==> config.mk <==
export PLATFORM = sky130hd
export DESIGN_NAME = sfir_top
export DESIGN_NICKNAME = d
export VERILOG_FILES = /design/src/hw/sfir_pkg.sv /design/src/hw/sfir_top.sv /design/src/hw/sfir_madd.sv
export SDC_FILE = /design/constraint.sdc
export NUM_CORES = 2
export LEC_CHECK = 0
export BUFFER_PORTS_ARGS = -buffer_cell sky130_fd_sc_hd__buf_4
export CAP_MARGIN = 0
export CORE_ASPECT_RATIO = 1.5
export CORE_MARGIN = 2
export CORE_UTILIZATION = 62
export DETAILED_ROUTE_END_ITERATION = 10
export PLACE_DENSITY = 0.78
export SLEW_MARGIN = 25
export SYNTH_ARGS = -nofsm -noshare
export SYNTH_HDL_FRONTEND = slang
export SYNTH_SLANG_ARGS = --single-unit
==> constraint.sdc <==
create_clock -name clock -period 8.79 [get_ports clock]
set_input_delay 0.4395 -clock clock [delete_from_list [all_inputs] [get_ports clock]]
set_output_delay 0.4395 -clock clock [all_outputs]
set_load 0.02 [all_outputs]
==> src/hw/sfir_pkg.sv <==
// Shared constants, types and coefficient set of the folded FIR filter.
package sfir_pkg;

    // ****************************************************************
    // Sizes
    // ****************************************************************
    localparam int SFIR_NUM_COEF = 16;
    localparam int SFIR_NUM_MULT = 4;
    localparam int SFIR_TAPS = (SFIR_NUM_COEF + SFIR_NUM_MULT - 1) / SFIR_NUM_MULT;
    localparam int SFIR_AW = 2;
    localparam int SFIR_DW = 18;
    localparam int SFIR_CW = 18;
    localparam int SFIR_PW = 48;
    localparam int SFIR_MW = SFIR_DW + SFIR_CW;
    localparam int SFIR_OUT_SHIFT = 17;
    localparam int SFIR_FIFO_DEPTH = 2;

    // ****************************************************************
    // Timing
    // ****************************************************************
    localparam logic [SFIR_AW-1:0] SFIR_CNT_MAX = 2'h3;
    localparam logic [SFIR_AW-1:0] SFIR_CNT_FIRST = 2'h0;
    localparam int SFIR_ELEM_LAT = 5;
    localparam int SFIR_CHAIN = SFIR_NUM_MULT - 1 + SFIR_ELEM_LAT;

    // ****************************************************************
    // Types
    // ****************************************************************
    typedef logic signed [SFIR_DW-1:0] sfir_samp_t;
    typedef logic signed [SFIR_CW-1:0] sfir_coef_t;
    typedef logic signed [SFIR_PW-1:0] sfir_acc_t;

    typedef enum logic [6:0] {
        SFIR_SEL_LOAD = 7'h10,
        SFIR_SEL_ACC = 7'h12
    } sfir_sel_e;

    typedef struct packed {
        logic ce;
        logic [SFIR_AW-1:0] addr;
    } sfir_ctrl_s;

    // ****************************************************************
    // Coefficients
    // ****************************************************************
    localparam sfir_coef_t SFIR_COEF [SFIR_NUM_COEF] = '{
        18'sh00100, 18'sh00200, 18'sh00400, 18'sh00800,
        18'sh01000, 18'sh02000, 18'sh04000, 18'sh08000,
        18'sh08000, 18'sh04000, 18'sh02000, 18'sh01000,
        18'sh00800, 18'sh00400, 18'sh00200, 18'sh00100
    };

    // Coefficient of one element and tap; indices past the set read zero.
    function automatic sfir_coef_t sfir_coef_at(input int group, input int tap);
        int idx;
        idx = group * SFIR_TAPS + tap;
        if (idx < SFIR_NUM_COEF) begin
            return SFIR_COEF[idx];
        end
        return '0;
    endfunction

endpackage

==> src/hw/sfir_top.sv <==
// Folded FIR filter: four chained multiply-add elements and a final accumulator.
//
// Function
// [RL1] Output is sum of coefficient times delayed sample.
// [RL2] One result every four cycles, sixteen coefficients.
// [RL3] Elements cascade sums, each one cycle later.
// [RL4] Two pipeline registers on each coefficient operand.
// [RL5] Final accumulator sums partials from last element.
// [RL6] Adder select switches to load for one cycle.
// [RL7] Capture register loads when accumulator loads.
// [RL8] Four-sample buffers shifted once every four cycles.
// [RL9] Extra register after each sample buffer read.
// [RL10] Coefficients split in order, four per memory.
// [RL11] Coefficient set padded with zeros to fit.
// [RL12] Cascade and accumulator carry 48-bit precision.
// [RL13] Eighteen-bit coefficients in small per-element memories.
// [RL14] Counter zero to three; delayed copies address elements.
// [RL15] Compare gives one-in-four enable, delayed per element.
// [RL16] Output takes accumulator bits 34 down to 17; reset clears pipeline.
`timescale 1ns/1ps
module sfir_top #(
    parameter int NUM_MULT = sfir_pkg::SFIR_NUM_MULT,
    parameter int OUT_SHIFT = sfir_pkg::SFIR_OUT_SHIFT
) (
    input wire logic clock,
    input wire logic rst_n,
    input wire sfir_pkg::sfir_samp_t in_data,
    input wire logic in_valid,
    output logic in_ready,
    output sfir_pkg::sfir_samp_t out_data,
    output logic out_valid,
    input wire logic out_ready
);
    import sfir_pkg::*;

    // ****************************************************************
    // State
    // ****************************************************************
    localparam int CHAIN = NUM_MULT - 1 + SFIR_ELEM_LAT;

    typedef struct packed {
        logic [SFIR_AW-1:0] cnt;
        sfir_ctrl_s [CHAIN:1] ctrl;
        sfir_samp_t hold;
        logic hold_v;
        logic in_rdy;
        sfir_sel_e sel;
        sfir_acc_t acc;
        logic [SFIR_FIFO_DEPTH-1:0][SFIR_DW-1:0] fifo;
        logic [1:0] fcnt;
        logic ov;
    } sfir_top_state_s;

    sfir_top_state_s s_q;
    sfir_top_state_s s_d;

    sfir_ctrl_s ctrl0;
    logic ce0;
    logic run;
    logic push;
    logic pop;
    sfir_samp_t result;
    sfir_ctrl_s elem_ctrl [NUM_MULT];
    sfir_samp_t samp_chain [NUM_MULT+1];
    sfir_acc_t pc_chain [NUM_MULT+1];

    // ****************************************************************
    // Sequencing
    // ****************************************************************
    assign ce0 = (s_q.cnt == SFIR_CNT_MAX); // [RL15] [RL2]
    assign ctrl0 = '{ce: ce0, addr: s_q.cnt};
    // The whole pipeline freezes when no sample is waiting at the write
    // slot or the output buffer is full, so no word is ever dropped.
    assign run = (s_q.fcnt != 2'(SFIR_FIFO_DEPTH)) && (!ce0 || s_q.hold_v);
    assign push = run && (s_q.sel == SFIR_SEL_LOAD); // [RL7]
    assign pop = s_q.ov && out_ready;
    assign result = s_q.acc[OUT_SHIFT +: SFIR_DW]; // [RL16]

    // ****************************************************************
    // Element chain
    // ****************************************************************
    assign samp_chain[0] = s_q.hold;
    assign pc_chain[0] = '0;

    for (genvar k = 0; k < NUM_MULT; k++) begin : g_elem
        if (k == 0) begin : g_first
            assign elem_ctrl[k] = ctrl0; // [RL14]
        end else begin : g_next
            assign elem_ctrl[k] = s_q.ctrl[k]; // [RL14] [RL15]
        end
        sfir_madd #(
            .GROUP(k),
            .TAPS(SFIR_TAPS)
        ) u_madd (
            .clock(clock),
            .rst_n(rst_n),
            .en(run),
            .ctrl(elem_ctrl[k]),
            .samp_in(samp_chain[k]),
            .pcin(pc_chain[k]),
            .samp_out(samp_chain[k+1]),
            .pcout(pc_chain[k+1]) // [RL3]
        );
    end

    // ****************************************************************
    // Next state
    // ****************************************************************
    always_comb begin
        s_d = s_q;
        if (in_valid && s_q.in_rdy) begin
            s_d.hold = in_data;
            s_d.hold_v = 1'b1;
        end
        if (run && ce0) begin
            s_d.hold_v = 1'b0; // [RL8]
        end
        s_d.in_rdy = !s_d.hold_v;
        if (run) begin
            if (ce0) begin
                s_d.cnt = SFIR_CNT_FIRST; // [RL14]
            end else begin
                s_d.cnt = s_q.cnt + 2'h1;
            end
            s_d.ctrl[1] = ctrl0;
            for (int k = 2; k <= CHAIN; k++) begin
                s_d.ctrl[k] = s_q.ctrl[k-1]; // [RL15]
            end
            // The delayed enable marks a real phase change; the cleared
            // address after reset would otherwise fake a run of loads.
            if (s_q.ctrl[CHAIN].ce) begin
                s_d.sel = SFIR_SEL_LOAD; // [RL6]
            end else begin
                s_d.sel = SFIR_SEL_ACC; // [RL6]
            end
            if (s_q.sel == SFIR_SEL_LOAD) begin
                s_d.acc = pc_chain[NUM_MULT]; // [RL5]
            end else begin
                s_d.acc = s_q.acc + pc_chain[NUM_MULT]; // [RL5] [RL1] [RL12]
            end
        end
        case ({push, pop})
            2'b10: begin
                s_d.fifo[s_q.fcnt[0]] = result; // [RL7]
                s_d.fcnt = s_q.fcnt + 2'h1;
            end
            2'b01: begin
                s_d.fifo[0] = s_q.fifo[1];
                s_d.fcnt = s_q.fcnt - 2'h1;
            end
            2'b11: begin
                if (s_q.fcnt == 2'h1) begin
                    s_d.fifo[0] = result;
                end else begin
                    s_d.fifo[0] = s_q.fifo[1];
                    s_d.fifo[1] = result;
                end
            end
            default: begin
                s_d.fcnt = s_q.fcnt;
            end
        endcase
        s_d.ov = (s_d.fcnt != 2'h0);
    end

    always_ff @(posedge clock) begin
        if (!rst_n) begin
            s_q <= '{sel: SFIR_SEL_ACC, in_rdy: 1'b1, default: '0}; // [RL16]
        end else begin
            s_q <= s_d;
        end
    end

    // ****************************************************************
    // Outputs
    // ****************************************************************
    assign in_ready = s_q.in_rdy;
    assign out_data = s_q.fifo[0];
    assign out_valid = s_q.ov;

endmodule

==> src/hw/sfir_madd.sv <==
// One multiply-add element: sample buffer, coefficient memory and cascade adder.
`timescale 1ns/1ps
module sfir_madd #(
    parameter int GROUP = 0,
    parameter int TAPS = sfir_pkg::SFIR_TAPS
) (
    input wire logic clock,
    input wire logic rst_n,
    input wire logic en,
    input wire sfir_pkg::sfir_ctrl_s ctrl,
    input wire sfir_pkg::sfir_samp_t samp_in,
    input wire sfir_pkg::sfir_acc_t pcin,
    output sfir_pkg::sfir_samp_t samp_out,
    output sfir_pkg::sfir_acc_t pcout
);
    import sfir_pkg::*;

    // ****************************************************************
    // State
    // ****************************************************************
    typedef struct packed {
        logic [TAPS-1:0][SFIR_DW-1:0] sbuf;
        sfir_samp_t carry;
        sfir_samp_t rd;
        sfir_samp_t a1;
        sfir_samp_t a2;
        sfir_coef_t c0;
        sfir_coef_t c1;
        sfir_coef_t c2;
        logic signed [SFIR_MW-1:0] m;
        sfir_acc_t p;
    } sfir_madd_state_s;

    sfir_madd_state_s s_q;
    sfir_madd_state_s s_d;
    sfir_coef_t cmem [TAPS];

    // ****************************************************************
    // Coefficient memory
    // ****************************************************************
    for (genvar i = 0; i < TAPS; i++) begin : g_cmem
        assign cmem[i] = sfir_coef_at(GROUP, i); // [RL10] [RL11] [RL13]
    end

    // ****************************************************************
    // Datapath
    // ****************************************************************
    always_comb begin
        s_d = s_q;
        if (en) begin
            if (ctrl.ce) begin
                s_d.sbuf[0] = samp_in; // [RL8]
                for (int j = 1; j < TAPS; j++) begin
                    s_d.sbuf[j] = s_q.sbuf[j-1];
                end
                s_d.carry = s_q.sbuf[TAPS-1];
            end
            s_d.rd = s_q.sbuf[ctrl.addr]; // [RL9] [RL14]
            s_d.a1 = s_q.rd;
            s_d.a2 = s_q.a1;
            s_d.c0 = cmem[ctrl.addr]; // [RL13]
            s_d.c1 = s_q.c0; // [RL4]
            s_d.c2 = s_q.c1; // [RL4]
            s_d.m = s_q.a2 * s_q.c2;
            s_d.p = SFIR_PW'(s_q.m) + pcin; // [RL3] [RL12]
        end
    end

    always_ff @(posedge clock) begin
        if (!rst_n) begin
            s_q <= '0; // [RL16]
        end else begin
            s_q <= s_d;
        end
    end

    assign samp_out = s_q.carry;
    assign pcout = s_q.p;

endmodule

**Word level (Yosys, flattened, before mapping)**

Cells that the tools add are included.

- Input port bits: 22
- Output and inout bits: 20
- Register bits: 1228

- Bitwise operators: 4
- Equality and inequality tests: 8
- Reduce and logical (&&, ||, !) cells: 17
- Magnitude comparators: 10
- Multiplexer cells: 33
- $mul: 4
- Add/sub/neg operators: 7

Operators by type and width:

| cell | number |
|---|---|
| binary-select mux 18 bit (select 2 bit) | 8 |
| two-way mux 18 bit | 15 |
| multiplier 18 x 18 -> 36 bit | 4 |
| adder 36 x 48 -> 48 bit | 2 |
| case mux 18 bit (3 select lines) | 1 |
| adder 48 bit | 1 |
| two-way mux 48 bit | 1 |
| adder 36 x 36 -> 37 bit | 1 |
| bitwise mux 36 bit | 1 |
| case mux 18 bit (2 select lines) | 1 |
| demux 18 bit (select 1 bit) | 1 |
| greater-or-equal comparator 3 bit (second input constant) | 4 |
| less-than comparator 2 x 3 -> 1 bit (second input constant) | 4 |
| inverter 2 -> 3 bit | 4 |
| AND reduction 2 bit | 5 |
| == test 7 x 5 -> 1 bit (second input constant) | 1 |
| == test 2 bit (second input constant) | 3 |
| logical AND 1 bit | 6 |
| adder 2 x 1 -> 2 bit (second input constant) | 2 |
| == test 2 x 1 -> 1 bit (second input constant) | 2 |
| two-way mux 2 bit | 2 |
| inequality test 2 bit (second input constant) | 2 |
| case mux 2 bit (2 select lines) | 1 |
| nonzero test 2 bit | 2 |
| other kinds (7) | 9 |

**Logic depth before layout (Yosys ltp)**

- Depth in word-level cells: 8
- Gate-level depth with buffers: 24

**By module**

From an unflattened synthesis, not the netlist that was laid out.

- Cell total of the unflattened synthesis: 7296
- Area total of the unflattened synthesis: 64389.3 µm²

By module, submodules not included:

| module | cells each | area an instance (µm²) | instances | seq. area each (µm²) |
|---|---|---|---|---|
| sfir_madd at g_elem[0].u_madd | 1637 | 15026.9 | 1 | 4644.5 |
| sfir_madd at g_elem[3].u_madd | 1663 | 14990.6 | 1 | 4644.5 |
| sfir_madd at g_elem[2].u_madd | 1626 | 14086.0 | 1 | 4564.4 |
| sfir_madd at g_elem[1].u_madd | 1611 | 14010.9 | 1 | 4564.4 |
| sfir_top | 759 | 6274.8 | 1 | 2222.1 |

**Worst setup path before layout**

No wires, ideal clock.

- Path type: register to register
- Start point: register g_elem[1].u_madd.s_q[98] (netlist name)
- End point: register g_elem[1].u_madd.s_q[81] (netlist name)
- Period minus slack after synthesis: 5.447 ns
- Cell stages (with the launch flop): 23
- Slack: 3.343 ns
- Arrival time: 5.322 ns
- Library setup time: 0.125 ns
- Required time: 8.665 ns
- Path through: dfxtp_1 -> clkbuf_1 -> clkbuf_1 -> nand2_1 -> fa_1 -> inv_1 -> ha_1 -> inv_1 -> fa_1 -> inv_1 -> ha_1 -> ha_1 -> ha_1 -> ha_1 -> a211o_1 -> a211oi_2 -> o21ai_1 -> or4_4 -> and3_4 -> a2111oi_4 -> a21oi_2 -> xnor2_2 -> o21ai_1

- Longest elaborated chain between the ends: 1

RTL lines:

| what | line | text |
|---|---|---|
| from (decl) | sfir_madd.sv:34 | `sfir_madd_state_s s_q;` |
| from (signal assigned) | sfir_madd.sv:71 | `s_q <= '0;` |
| from (signal assigned) | sfir_madd.sv:73 | `s_q <= s_d;` |
| multiplier 18 x 18 -> 36 bit | sfir_madd.sv:64 | `s_d.m = s_q.a2 * s_q.c2;` |

Every way passes these cells.
A chain may end at the register's enable or synchronous reset.

**Worst setup path in the final report**

- Start point: register g_elem[1].u_madd.s_q[98] (netlist name)
- End point: register g_elem[1].u_madd.s_q[82] (netlist name)

The elaborated chain is that of the path after synthesis.

==> out/qor.csv <==
stage,metric,value,unit
outcome,status,"finished, final reports clean",
critical_path,cp.depth,22,
logic_synthesis,yosys.area.top_type,dfxtp_1,
logic_synthesis,synth_common_cells,"nand2_1 (1723), dfxtp_1 (914), a21oi_1 (893)",
routing,viasPerCell,5.68,
placed_design,placed_area,51100,µm²
logic_synthesis,synth_most_common_cell,nand2_1,
clocking,clock_latency,0.69,ns
logic_synthesis,synth.distinct_cells,78,
logic_synthesis,synthAdderAreaFrac,18.6,%
placed_design,gp_congestion,0.930,
floorplanning,io_pins,42,
logic_synthesis,synthesis.nets,6782,
logic_synthesis,synth_edf_count,0,
routing,drt_iter0_markers,2529,
run,drv_cap,0,
clocking,numCtsBuffers,88,
logic_synthesis,ys_seq_elements,914,
timing,max_slew.worst_pin.slew,1.04,ns
worst_hold_path,holdPathStages,3,
routing,ant_nets,0,
critical_path,crit_family,adder cells,
clocking,clk_path_buf_depth,3,
timing,rsz0062_at_grt,false,
routing,drt_pass1_iterations,8,
clocking,cts_root_buf,clkbuf_16,
critical_path,regToRegSetupSlack,2.92,ns
power_and_ir_drop,peakVddDrop,0.257,mV
timing,finalSetupTns,0,ns
critical_path,slowest_stage,dfxtp_1,
power_and_ir_drop,total_power,10.3,mW
critical_path,critPathArrivalTime,6.44,ns
logic_synthesis,avgSynthCellArea,8.29,µm²
placed_design,io_buffers,41,
critical_path,crit_chain,nand2_1 -> fa_1 -> inv_1 -> ha_1 -> inv_1 -> fa_1 -> inv_1 -> ha_1 -> ha_1 -> ha_1 -> ha_1 -> inv_1 -> fa_1 -> nand2b_1 -> a21oi_1 -> o211ai_1 -> a21oi_1 -> nor3_1 -> nor3_1 -> a2111oi_0 -> mux2i_1 -> nand4_1,
logic_synthesis,synthTopCellsByArea,"dfxtp_1 (36%), nand2_1 (13%), ha_1 (13%)",
global_routing,grt_start_max_net_pins,208,
final_layout,finalNonFillerCells,7026,
timing,setup_viol,0,
timing,finClkSkew,0.0250,ns
critical_path,critPathMaxStageDelay,0.70,ns
logic_synthesis,async_flop_share,0,%
timing,finalMaxSlewViolations,0,
placed_design,dp.cells,6857,
critical_path,end_kind,register,
timing,post-route-min-period,5.87,ns
critical_path,cp_max_fo,19,
timing,clock.fmax,170,MHz
clocking,htreeDepth,3,
critical_path,startpoint_type,register,
logic_synthesis,synth-main-ff-cell,dfxtp_1,
floorplanning,die_w,237,µm
logic_synthesis,synth.area.mux_share,4.02,%
floorplanning,start_util,62.4,%
timing,final_hold_viol_count,0,
logic_synthesis,synthesis.area,50600,µm²
logic_synthesis,synth_xor_area_share,2.32,%
clocking,clkSlewWorstSetupHoldPaths,0.06,ns
routing,wl_per_cell,15.8,µm
logic_synthesis,synth.top_cell.area_share,36.2,%
critical_path,cpMostUsedCell,ha_1,
global_routing,grt_pass1_vias,38438,
floorplanning,core,81000,µm²
logic_synthesis,yosysWarningCount,0,
critical_path,critical_path_required,9.36,ns
floorplanning,dieArea,83900,µm²
floorplanning,die_h,354,µm
critical_path,crit_buf_inv,4,
global_routing,track_usage,26.4,%
clocking,cts_tree,built,
clocking,cts_setup_buffers,0,
placed_design,hpwlAfterDp,76.9,mm
timing,finalCritPeriodShare,66.8,%
logic_synthesis,syn_inst,6098,
power_and_ir_drop,p_leak,22.9,nW
logic_synthesis,ys_seq_area_share,36.2,%
global_routing,grt-ovfl-total,0,
timing,max_slew_margin,31.0,%
worst_hold_path,hp-class,in2reg,
final_layout,drive_above_1_share,5.53,%
critical_path,r2r_cells,22,
critical_path,worst-setup-path-type,reg2reg,
power_and_ir_drop,p_per_area,189,nW/µm²
final_layout,num_antenna_cells,0,
logic_synthesis,synth-simple-area-share,18.7,%
final_layout,stdcell_area,54200,µm²
logic_synthesis,synth_top_family_by_area,simple AND/OR/NAND/NOR gates,
global_routing,antenna_found_initial,0,
final_layout,nNetsFinal,6605,
logic_synthesis,synth_compound_area_share,15.1,%
clocking,clock_sinks,914,
global_routing,grt_pass1_wl,185,mm
final_layout,synthToLayoutAreaGrowth,7.28,%
routing,vias,39937,
floorplanning,fp-row-count,128,
routing,wirelength,111,mm
routing,drc,0,
==> stage by stage <==
| stage | setup slack, ns | utilization [%] | hold WS, ns |
|---|---|---|---|
| 5_1_grt | 2.44 | 66.9 | 0.0444 |
| 3_5_place_dp | 3.01 | 63.1 | 0.441 |
| 3_3_place_gp | 3.09 | 63.1 | 0.435 |
| 4_1_cts | 2.92 | 66.9 | 0.0174 |
| 6_report | 2.92 | 66.9 | 0.0509 |
| 2_1_floorplan | 3.34 | - | 0.425 |
==> power by group <==
part | leakage, nW | switching (mW) | total (mW) | internal (mW)
Combinational | 14.1 | 1.38 | 1.87 | 0.493
Clock | 1.46 | 1.68 | 3.91 | 2.23
Sequential | 7.37 | 0.168 | 4.49 | 4.32
==> path summary, 6_finish.rpt <==
check	startpoint	endpoint
worst max register to register	g_elem[1].u_madd.s_q[98]	g_elem[1].u_madd.s_q[82]
worst min-delay path	in_data[2]	s_q[98]
worst max-delay path	g_elem[1].u_madd.s_q[98]	g_elem[1].u_madd.s_q[82]
worst min register to register	g_elem[3].u_madd.s_q[171]	g_elem[3].u_madd.s_q[153]
==> kinds of logic (layout without fill, tap and decap cells) <==
family                     count (synthesis)  after routing
AOI/OAI and AO/OA                       1339           1339
xor gates and xnor gates                 133            133
adders and majority gates                662            662
buffers and inverters                    668            556
DFF                                      914            914
muxes                                    113            113
and+or+nand+nor                         2269           2269
==> final cells by class <==
| cell class | count | area [µm²] |
|---|---|---|
| Fill cell | 6608 | 26800 |
| Timing Repair Buffer | 92 | 758 |
| Tap cell | 1040 | 1300 |
| Inverter | 309 | 1170 |
| Multi-Input combinational cell | 4516 | 29700 |
| Clock inverter | 38 | 544 |
| Clock buffer | 117 | 2430 |
| Sequential cell | 914 | 18300 |
==> sequential cells by signal, summed over array words and instances (netlist names), 2 cells and up <==
register and count:
out_data 18, ctrl0 2, g_elem.u_madd.s_q 649, result 18, g_elem.u_madd.pcout 108, g_elem.u_madd.samp_out 54
elem_ctrl 9, s_q 54
==> worst min-delay path: stages <==
cell and delay, ns:
buf_4 0.08, nand2_1 0.07, a21oi_1 0.12
==> metal layers <==
| layer | vias up | GRT usage (%) | wire (µm) |
|---|---|---|---|
| met5 | - | 0 | 0 |
| met4 | 0 | 13.1 | 5270 |
| met3 | 231 | 2.88 | 3670 |
| met2 | 694 | 48.0 | 57100 |
| met1 | 18979 | 30.7 | 45200 |
| li1 | 20033 | - | - |
==> cell usage in the layout, fill, tap and decap left out, drive strengths merged, types with 12 or more instances in the layout <==
| cell | netlist | final |
|---|---|---|
| a211o | 14 | 14 |
| a211oi | 67 | 67 |
| a21o | 59 | 59 |
| a21oi | 895 | 895 |
| a22oi | 21 | 21 |
| a31oi | 23 | 23 |
| and2 | 188 | 188 |
| and3 | 18 | 18 |
| buf | 29 | 78 |
| clkbuf | 330 | 117 |
| clkinv | 1 | 21 |
| dfxtp | 914 | 914 |
| dlygate4sd3 | 0 | 14 |
| fa | 150 | 150 |
| ha | 512 | 512 |
| inv | 308 | 314 |
| mux2i | 41 | 41 |
| mux4 | 72 | 72 |
| nand2 | 1723 | 1723 |
| nand2b | 26 | 26 |
| nand3 | 45 | 45 |
| nand4 | 12 | 12 |
| nor2 | 148 | 148 |
| nor2b | 22 | 22 |
| nor3 | 36 | 36 |
| o211ai | 17 | 17 |
| o21a | 24 | 24 |
| o21ai | 137 | 137 |
| or3 | 22 | 22 |
| xnor2 | 95 | 95 |
| xor2 | 38 | 38 |
==> repair_timing <==
item / CTS / global route
hold buffers: 14 / 0
resized for setup: 0 / 0
hold endpoints to repair: 14 / 0
Note: power is estimated with default switching activity, not from simulation.
